## src/lcr_pkg.sv

```systemverilog
// Package: register map, field layout and reset values of the laser channel config bank
package lcr_pkg;

    localparam int NUM_REGS = 7;

    // Register indices, in the order of the tables below
    localparam int IDX_CHAN1_PULSE_COMP  = 0;
    localparam int IDX_CHAN2_MODE        = 1;
    localparam int IDX_CHAN2_OVERCURRENT = 2;
    localparam int IDX_CHAN2_RESISTOR    = 3;
    localparam int IDX_CHAN2_PULSE_SAT   = 4;
    localparam int IDX_LASER_TYPE        = 5;
    localparam int IDX_REF_SCALE         = 6;

    // Byte offsets on the register port
    localparam logic [7:0] CHAN1_PULSE_COMP_CFG_ADDR        = 8'h13;
    localparam logic [7:0] CHAN2_MODE_CFG_ADDR              = 8'h15;
    localparam logic [7:0] CHAN2_OVERCURRENT_THRESHOLD_ADDR = 8'h16;
    localparam logic [7:0] CHAN2_MONITOR_RESISTOR_ADDR      = 8'h17;
    localparam logic [7:0] CHAN2_PULSE_COMP_SAT_CFG_ADDR    = 8'h18;
    localparam logic [7:0] LASER_TYPE_SELECT_ADDR           = 8'h1a;
    localparam logic [7:0] REFERENCE_SCALE_SELECT_ADDR      = 8'h1e;

    // Reset values of the implemented bits
    localparam logic [7:0] CHAN1_PULSE_COMP_CFG_RST        = 8'h00;
    localparam logic [7:0] CHAN2_MODE_CFG_RST              = 8'h08;
    localparam logic [7:0] CHAN2_OVERCURRENT_THRESHOLD_RST = 8'hff;
    localparam logic [7:0] CHAN2_MONITOR_RESISTOR_RST      = 8'hff;
    localparam logic [7:0] CHAN2_PULSE_COMP_SAT_CFG_RST    = 8'h30;
    localparam logic [7:0] LASER_TYPE_SELECT_RST           = 8'h00;
    localparam logic [7:0] REFERENCE_SCALE_SELECT_RST      = 8'h00;

    // Bits held by this bank; the others belong to neighbouring blocks and read zero
    localparam logic [7:0] CHAN1_PULSE_COMP_CFG_MASK        = 8'h80;
    localparam logic [7:0] CHAN2_MODE_CFG_MASK              = 8'hff;
    localparam logic [7:0] CHAN2_OVERCURRENT_THRESHOLD_MASK = 8'hff;
    localparam logic [7:0] CHAN2_MONITOR_RESISTOR_MASK      = 8'hff;
    localparam logic [7:0] CHAN2_PULSE_COMP_SAT_CFG_MASK    = 8'hfc;
    localparam logic [7:0] LASER_TYPE_SELECT_MASK           = 8'he8;
    localparam logic [7:0] REFERENCE_SCALE_SELECT_MASK      = 8'h88;

    // Tables indexed by the register index (entry 0 in the low byte)
    localparam logic [NUM_REGS-1:0][7:0] REG_ADDR = {
        REFERENCE_SCALE_SELECT_ADDR, LASER_TYPE_SELECT_ADDR, CHAN2_PULSE_COMP_SAT_CFG_ADDR,
        CHAN2_MONITOR_RESISTOR_ADDR, CHAN2_OVERCURRENT_THRESHOLD_ADDR, CHAN2_MODE_CFG_ADDR,
        CHAN1_PULSE_COMP_CFG_ADDR};
    localparam logic [NUM_REGS-1:0][7:0] REG_RST = {
        REFERENCE_SCALE_SELECT_RST, LASER_TYPE_SELECT_RST, CHAN2_PULSE_COMP_SAT_CFG_RST,
        CHAN2_MONITOR_RESISTOR_RST, CHAN2_OVERCURRENT_THRESHOLD_RST, CHAN2_MODE_CFG_RST,
        CHAN1_PULSE_COMP_CFG_RST};
    localparam logic [NUM_REGS-1:0][7:0] REG_MASK = {
        REFERENCE_SCALE_SELECT_MASK, LASER_TYPE_SELECT_MASK, CHAN2_PULSE_COMP_SAT_CFG_MASK,
        CHAN2_MONITOR_RESISTOR_MASK, CHAN2_OVERCURRENT_THRESHOLD_MASK, CHAN2_MODE_CFG_MASK,
        CHAN1_PULSE_COMP_CFG_MASK};

    // Field positions
    localparam int PULSED_ENABLE_BIT    = 7;
    localparam int CURRENT_REG_BIT      = 0;
    localparam int INTEGRATOR_CAP_BIT   = 1;
    localparam int RESISTOR_OFF_BIT     = 2;
    localparam int PIN_BLOCK_BIT        = 3;
    localparam int CONV_SRC_LSB         = 5;
    localparam int COMPENSATION_LSB     = 4;
    localparam int SAT_MARGIN_LSB       = 2;
    localparam int CHAN1_TYPE_BIT       = 3;
    localparam int CHAN2_TYPE_BIT       = 7;
    localparam int CHAN2_CUR_MEAS_BIT   = 5;
    localparam int CHAN2_FORCE_SENSE_BIT = 6;
    localparam int CHAN1_SCALE_BIT      = 3;
    localparam int CHAN2_SCALE_BIT      = 7;

    // Converter source codes and the zero overcurrent level
    localparam logic [2:0] CONV_SRC_MONITOR      = 3'h4;
    localparam logic [2:0] CONV_SRC_CORE_SUPPLY  = 3'h5;
    localparam logic [2:0] CONV_SRC_LASER_SUPPLY = 3'h6;
    localparam logic [2:0] CONV_SRC_LASER_NODE   = 3'h7;
    localparam logic [7:0] OVERCURRENT_ZERO      = 8'h00;

    typedef enum logic [2:0] {
        ROUTE_OFF,
        ROUTE_MONITOR_PAD,
        ROUTE_RESISTOR_NODE,
        ROUTE_CURRENT_SENSOR,
        ROUTE_CORE_SUPPLY,
        ROUTE_LASER_SUPPLY,
        ROUTE_LASER_NODE
    } lcr_route_e;

endpackage

```

## src/lcr_field_reg.sv

```systemverilog
// Module: one byte-wide configuration register with per-bit implement mask
`timescale 1ns/10ps
module lcr_field_reg #(
    parameter logic [7:0] RESET = 8'h00,
    parameter logic [7:0] MASK  = 8'hff
) (
    // Clock and reset
    input  wire logic       clk,
    input  wire logic       rst_n,
    // Write side
    input  wire logic       wr_en,
    input  wire logic [7:0] wr_data,
    // Stored value
    output logic      [7:0] value
);

    logic [7:0] value_reg;
    logic [7:0] value_next;

    // Unimplemented bits stay zero so they always read back as zero
    assign value_next = wr_en ? (wr_data & MASK) : value_reg;
    assign value      = value_reg;

    always_ff @(posedge clk or negedge rst_n) begin
        if (!rst_n) begin
            value_reg <= RESET & MASK;
        end else begin
            value_reg <= value_next;
        end
    end

endmodule

```

## src/lcr_regs.sv

```systemverilog
// Module: configuration bank for laser channel 2 plus per-channel type, pulse and scale selects
`timescale 1ns/10ps

// How it works
// - Laser type per channel at 0x1A bits 3 and 7; 0 P-type, 1 M-type.
// - Pulsed enable at bit 7 of 0x13 and 0x18; reset off.
// - Reference scale at 0x1E bits 3 and 7; 0 logarithmic, 1 linear.
// - 0x15 bit 0 picks power (0) or current (1) regulation for channel 2.
// - 0x15 bit 1 connects the external integrator capacitor when 1.
// - 0x15 bit 2 set turns the internal monitor resistor off.
// - 0x15 bit 3 blocks the enable pin, reset 1 meaning blocked.
// - 0x15 bits 7:5 pick converter source; 0xx off, 100..111 sources.
// - 0x16 overcurrent level, reset 0xFF; zero disables protection in current mode.
// - 0x17 monitor resistor code, logarithmic, 0x00 min to 0xFF max.
// - 0x18 bits 6:4 compensation strength, reset 011.
// - 0x18 bits 3:2 saturation margin; alarm raised by comparator beyond margin.
// - Code 100 without current measure: force/sense bit picks pad or resistor node.
// - Current-measure bit makes code 100 route the current sensor.
module lcr_regs (
    // Clock and reset
    input  wire logic                mclk,
    input  wire logic                arst_n,
    // Register port
    input  wire logic                reg_wr_en,
    input  wire logic                reg_rd_en,
    input  wire logic [7:0]          reg_addr,
    input  wire logic [7:0]          reg_wr_data,
    output logic      [7:0]          reg_rd_data,
    output logic                     reg_rd_valid,
    // Channel pins and comparator
    input  wire logic                chan2_enable_pin,
    input  wire logic                chan2_saturation_comp,
    output logic                     chan2_channel_enable,
    output logic                     chan2_saturation_alarm,
    // Per-channel selections
    output logic                     chan1_laser_type,
    output logic                     chan2_laser_type,
    output logic                     chan1_pulsed_enable,
    output logic                     chan2_pulsed_enable,
    output logic                     chan1_ref_scale,
    output logic                     chan2_ref_scale,
    // Channel 2 analog controls
    output logic                     chan2_current_regulation,
    output logic                     chan2_integrator_cap_connect,
    output logic                     chan2_internal_resistor_off,
    output logic                     chan2_pin_enable_block,
    output logic      [2:0]          chan2_converter_source,
    output logic                     chan2_force_sense_select,
    output logic                     chan2_current_measure,
    output lcr_pkg::lcr_route_e      chan2_adc_route,
    output logic      [7:0]          chan2_overcurrent_level,
    output logic                     chan2_overcurrent_protect_off,
    output logic      [7:0]          chan2_resistor_code,
    output logic      [2:0]          chan2_compensation,
    output logic      [1:0]          chan2_saturation_margin
);

    logic                                    rst_sync1_reg;
    logic                                    rst_n_reg;
    logic [lcr_pkg::NUM_REGS-1:0]            hit;
    logic [lcr_pkg::NUM_REGS-1:0][7:0]       regval;
    logic [lcr_pkg::NUM_REGS-1:0][7:0]       rd_terms;
    logic [7:0]                              rd_mux;
    logic [7:0]                              rd_data_reg;
    logic                                    rd_valid_reg;
    logic [7:0]                              mode_cfg;
    logic [7:0]                              pulse_sat_cfg;
    logic [7:0]                              type_cfg;
    logic [7:0]                              scale_cfg;
    lcr_pkg::lcr_route_e                     route_next;
    lcr_pkg::lcr_route_e                     route_reg;
    logic                                    chan_enable_reg;
    logic                                    sat_alarm_reg;
    logic                                    protect_off_reg;

    // Reset release through two flops; assertion stays asynchronous
    always_ff @(posedge mclk or negedge arst_n) begin
        if (!arst_n) begin
            rst_sync1_reg <= 1'b0;
            rst_n_reg     <= 1'b0;
        end else begin
            rst_sync1_reg <= 1'b1;
            rst_n_reg     <= rst_sync1_reg;
        end
    end

    // One storage cell per mapped offset, reset and mask from the package tables
    genvar gi;
    generate
        for (gi = 0; gi < lcr_pkg::NUM_REGS; gi = gi + 1) begin : g_reg
            assign hit[gi] = (reg_addr == lcr_pkg::REG_ADDR[gi]);
            assign rd_terms[gi] = hit[gi] ? regval[gi] : 8'h00;
            lcr_field_reg #(
                .RESET (lcr_pkg::REG_RST[gi]),
                .MASK  (lcr_pkg::REG_MASK[gi])
            ) u_cell (
                .clk     (mclk),
                .rst_n   (rst_n_reg),
                .wr_en   (reg_wr_en & hit[gi]),
                .wr_data (reg_wr_data),
                .value   (regval[gi])
            );
        end
    endgenerate

    // Offsets are unique so an OR of the gated terms is the read mux; unmapped reads 0x00
    always_comb begin
        rd_mux = 8'h00;
        for (int i = 0; i < lcr_pkg::NUM_REGS; i++) begin
            rd_mux = rd_mux | rd_terms[i];
        end
    end

    always_ff @(posedge mclk or negedge rst_n_reg) begin
        if (!rst_n_reg) begin
            rd_data_reg  <= 8'h00;
            rd_valid_reg <= 1'b0;
        end else begin
            rd_valid_reg <= reg_rd_en;
            if (reg_rd_en) begin
                rd_data_reg <= rd_mux;
            end
        end
    end

    assign reg_rd_data  = rd_data_reg;
    assign reg_rd_valid = rd_valid_reg;

    // Field views
    assign mode_cfg      = regval[lcr_pkg::IDX_CHAN2_MODE];
    assign pulse_sat_cfg = regval[lcr_pkg::IDX_CHAN2_PULSE_SAT];
    assign type_cfg      = regval[lcr_pkg::IDX_LASER_TYPE];
    assign scale_cfg     = regval[lcr_pkg::IDX_REF_SCALE];

    assign chan1_laser_type    = type_cfg[lcr_pkg::CHAN1_TYPE_BIT];
    assign chan2_laser_type    = type_cfg[lcr_pkg::CHAN2_TYPE_BIT];
    assign chan1_pulsed_enable =
        regval[lcr_pkg::IDX_CHAN1_PULSE_COMP][lcr_pkg::PULSED_ENABLE_BIT];
    assign chan2_pulsed_enable = pulse_sat_cfg[lcr_pkg::PULSED_ENABLE_BIT];
    assign chan1_ref_scale     = scale_cfg[lcr_pkg::CHAN1_SCALE_BIT];
    assign chan2_ref_scale     = scale_cfg[lcr_pkg::CHAN2_SCALE_BIT];

    assign chan2_current_regulation     = mode_cfg[lcr_pkg::CURRENT_REG_BIT];
    assign chan2_integrator_cap_connect = mode_cfg[lcr_pkg::INTEGRATOR_CAP_BIT];
    assign chan2_internal_resistor_off  = mode_cfg[lcr_pkg::RESISTOR_OFF_BIT];
    assign chan2_pin_enable_block       = mode_cfg[lcr_pkg::PIN_BLOCK_BIT];
    assign chan2_converter_source       =
        mode_cfg[lcr_pkg::CONV_SRC_LSB +: 3];
    assign chan2_force_sense_select     = type_cfg[lcr_pkg::CHAN2_FORCE_SENSE_BIT];
    assign chan2_current_measure        = type_cfg[lcr_pkg::CHAN2_CUR_MEAS_BIT];

    assign chan2_overcurrent_level = regval[lcr_pkg::IDX_CHAN2_OVERCURRENT];
    assign chan2_resistor_code     = regval[lcr_pkg::IDX_CHAN2_RESISTOR];
    assign chan2_compensation      =
        pulse_sat_cfg[lcr_pkg::COMPENSATION_LSB +: 3];
    assign chan2_saturation_margin =
        pulse_sat_cfg[lcr_pkg::SAT_MARGIN_LSB +: 2];

    // Converter routing; code 100 is shared by three paths told apart by two bits
    always_comb begin
        route_next = lcr_pkg::ROUTE_OFF;
        unique casez (chan2_converter_source)
            3'b0??: route_next = lcr_pkg::ROUTE_OFF;
            lcr_pkg::CONV_SRC_MONITOR: begin
                if (chan2_current_measure) begin
                    route_next = lcr_pkg::ROUTE_CURRENT_SENSOR;
                end else if (chan2_force_sense_select) begin
                    route_next = lcr_pkg::ROUTE_MONITOR_PAD;
                end else begin
                    route_next = lcr_pkg::ROUTE_RESISTOR_NODE;
                end
            end
            lcr_pkg::CONV_SRC_CORE_SUPPLY:  route_next = lcr_pkg::ROUTE_CORE_SUPPLY;
            lcr_pkg::CONV_SRC_LASER_SUPPLY: route_next = lcr_pkg::ROUTE_LASER_SUPPLY;
            lcr_pkg::CONV_SRC_LASER_NODE:   route_next = lcr_pkg::ROUTE_LASER_NODE;
        endcase
    end

    // Derived channel controls are registered, so they trail a write by one cycle
    always_ff @(posedge mclk or negedge rst_n_reg) begin
        if (!rst_n_reg) begin
            route_reg       <= lcr_pkg::ROUTE_OFF;
            chan_enable_reg <= 1'b0;
            sat_alarm_reg   <= 1'b0;
            protect_off_reg <= 1'b0;
        end else begin
            route_reg       <= route_next;
            chan_enable_reg <= chan2_enable_pin & ~chan2_pin_enable_block;
            sat_alarm_reg   <= chan2_saturation_comp;
            protect_off_reg <= chan2_current_regulation &
                               (chan2_overcurrent_level == lcr_pkg::OVERCURRENT_ZERO);
        end
    end

    assign chan2_adc_route               = route_reg;
    assign chan2_channel_enable          = chan_enable_reg;
    assign chan2_saturation_alarm        = sat_alarm_reg;
    assign chan2_overcurrent_protect_off = protect_off_reg;

endmodule

```

## config.mk

```make
export PLATFORM = sky130hd
export DESIGN_NAME = lcr_regs
export DESIGN_NICKNAME = d
export VERILOG_FILES = /design/src/lcr_pkg.sv /design/src/lcr_field_reg.sv /design/src/lcr_regs.sv
export SDC_FILE = /design/constraint.sdc
export NUM_CORES = 1
export LEC_CHECK = 0
export BUFFER_PORTS_ARGS = -buffer_cell sky130_fd_sc_hd__buf_2
export CORE_MARGIN = 2
export CORE_UTILIZATION = 47
export CTS_CLUSTER_DIAMETER = 80
export DETAILED_ROUTE_END_ITERATION = 8
export PLACE_DENSITY = 0.74
export SYNTH_ARGS = -nofsm -noshare
export SYNTH_HDL_FRONTEND = slang
export SYNTH_SLANG_ARGS = --single-unit
```

## constraint.sdc

```tcl
create_clock -name mclk -period 2.6 [get_ports mclk]
set_input_delay 0.13 -clock mclk [delete_from_list [all_inputs] [get_ports mclk]]
set_output_delay 0.13 -clock mclk [all_outputs]
set_load 0.05 [all_outputs]
```

==> impl_metrics.tcl <==
set metrics [dict create \
    run_status "finished clean" \
    synth_area_leaders "dfrtp_1 35%, dfstp_2 20%, mux2_2 16%" \
    ys_ff_latch 54 \
    grt_pass1_vias 1879 \
    min_path_cells 2 \
    postCtsSetupRepairBufs 0 \
    met1_usage 0.287 \
    multi_input_area_sq_um 1040 \
    rows 26 \
    drt-total-wl_um 5640 \
    max-slew-margin-rel 0.326 \
    crit_family "simple AND/OR/NAND/NOR gates" \
    first_iter_violations 108 \
    die_area_sq_um 5900 \
    drc 0 \
    port_buffers 72 \
    r2r-start "rst_n_reg" \
    r2r_cells 1 \
    cpMaxStageDelayCell "or3_1" \
    dp.cells 327 \
    postPlaceCellArea_sq_um 2900 \
    grt_max_degree 48 \
    path_max_fanout 8 \
    hpwl_um 4010 \
    grt-ovfl-total 0 \
    syn_area_sq_um 2490 \
    cp-end-kind "flip-flop" \
    tritoncts "yes" \
    synthCells 194 \
    finalHoldViolCount 0 \
    cp_cell_sequence "buf_2 > or3b_1 > or3_4 > or3_1 > mux2_4" \
    yosys.area.top_type "dfrtp_1" \
    hold_path_class "primary input to flip-flop" \
    vias 1833 \
    max_freq_ghz 0.520 \
    largest_register_ffs 37 \
    grt_use_total 0.211 \
    leakage_nw 1.51 \
    wire_per_inst_um 16.7 \
    preCtsSetupSlack_ns 0.360 \
    hold_path_end "chan2_channel_enable" \
    grt_pass1_wl_um 9630 \
    power_mw 1.68 \
    use_met3 0.0494 \
    die_w_um 76.8 \
    setup_viol 0 \
    syn2layout_area_growth_pct 20.5 \
    drv_cap 0 \
    r2r-end "g_reg[2].u_cell.value[0]" \
    cts-root-buf "clkbuf_8" \
    drive_gt1_frac 0.554 \
    setup_slack_ns 0.678 \
    synth_enable_flop_cells 0 \
    clk_latency_ns 0.30 \
    die_h_um 76.8 \
    grt_most_used_layer "met2" \
    post-route-period-util 0.739 \
    ctsResizeCount 0 \
    regArea_sq_um 1380 \
    cts.sinks 54 \
    async_flop_share 1.00 \
    yosys_warnings 0 \
    fin_worst_skew_ns 0.00421 \
    path_buf_inv 1 \
    cp_data_arrival_time_ns 2.11 \
    finalSetupTns_ns 0 \
    yosysTopAreaCellShare 0.352 \
    rrSetupSlack_ns 1.41 \
    drv_slew 0 \
    vias_per_cell 5.44 \
    start_util 0.488 \
    synthFlopType "dfrtp_1" \
    cts.htree.levels 2 \
    final_cells 337 \
    antenna_left 0 \
    dr.pass1.iters 4 \
    powerDensity_nw_per_um2 561 \
    nFillCells 457 \
    cts_buffer_depth 2 \
    insertedDiodeCount 0 \
    cp-start-kind "primary input" \
    rsz0062_at_grt "false" \
    nNetsFinal 288 \
    cts.clk_slew.worst_paths_ns 0.09 \
    hold_start "chan2_enable_pin" \
    cts_buffers 5 \
    stdcell_area_sq_um 3000 \
    fin_util 0.588 \
    ys_seq_area_frac 0.552 \
    syn_avg_cell_area_sq_um 12.8 \
    ys_types 40 \
    slowest_delay_ns 0.61 \
    final.min_clock_period_ns 1.92 \
    worst_ep_required_time_ns 2.79 \
    use_met2 0.332 \
    antenna_found_initial 0 \
    coreArea_sq_um 5110 \
    worstSetupPathType "primary input to flip-flop" \
    synth_nets 216 \
    synth_most_common_cell "mux2_2" \
    hold_slack_ns 0.0598 \
    io_pins 73 \
    tightest_slew_ns 1.01 \
    vdd_ir_drop_max_v 0.000237 \
    synth.cells.most_frequent "36 x mux2_2, 35 x dfrtp_1, 19 x dfstp_2, 11 x nor2_1" \
    place_congestion 0.840 \
]
==> per-layer routing <==
metal | share of wire | wire length (um)
met2 | 0.47 | 2640
met5 | 0 | 0
met3 | 0.079 | 446
met1 | 0.44 | 2480
met4 | 0.012 | 68
==> layout by cell type (no fill, tap or decap), types with 5 or more instances in the layout <==
cell type,instances
a21oi_1,8
a31oi_1,5
buf_2,72
clkbuf_8,5
dfrtp_1,34
dfstp_2,19
mux2_2,36
mux2_4,8
nand2_1,5
nand3b_1,7
nor2_1,11
==> where the power goes <==
part / internal, mW / leakage (nW) / switching, mW
combinational: 0.0891 / 0.812 / 0.215
sequential: 0.893 / 0.657 / 0.0463
clock: 0.192 / 0.0395 / 0.249
total: 1.17 / 1.51 / 0.511
==> repair_timing <==
action / CTS / global route
endpoints found under the setup margin: 0 / 0
hold buffers: 2 / 0
endpoints found under the hold margin: 3 / 0
==> layout make-up <==
| type | count | area share |
|---|---|---|
| Timing Repair Buffer | 78 | 0.137 |
| Inverter | 2 | 0.00250 |
| Tap cell | 70 | 0.0292 |
| Clock buffer | 8 | 0.0267 |
| Multi-Input combinational cell | 125 | 0.346 |
| Sequential cell | 54 | 0.459 |
==> logic make-up (layout without fill, tap and decap cells) <==
kind of cell,count (synthesis),after routing,synth area share
other,1,1,0.00151
DFF,54,54,0.552
and+or+nand+nor,52,52,0.129
muxes,46,46,0.219
buffers and inverters,15,88,0.0306
AOI/OAI and AO/OA,26,26,0.0678
==> worst max-delay path by stage <==
stage	startpoint	end	slack [ns]	depth (start not counted)
finish	reg_addr[7]	g_reg[1].u_cell.value[1]	0.68	5
global route	reg_addr[7]	g_reg[1].u_cell.value[4]	0.63	5
CTS	reg_addr[7]	g_reg[1].u_cell.value[1]	0.68	5
detailed placement	reg_addr[7]	g_reg[1].u_cell.value[1]	0.36	5
global placement	reg_addr[7]	g_reg[1].u_cell.value[2]	0.40	5
floorplan	reg_addr[7]	g_reg[1].u_cell.value[0]	0.66	6
No activity file was read; power rests on OpenSTA's default activity.
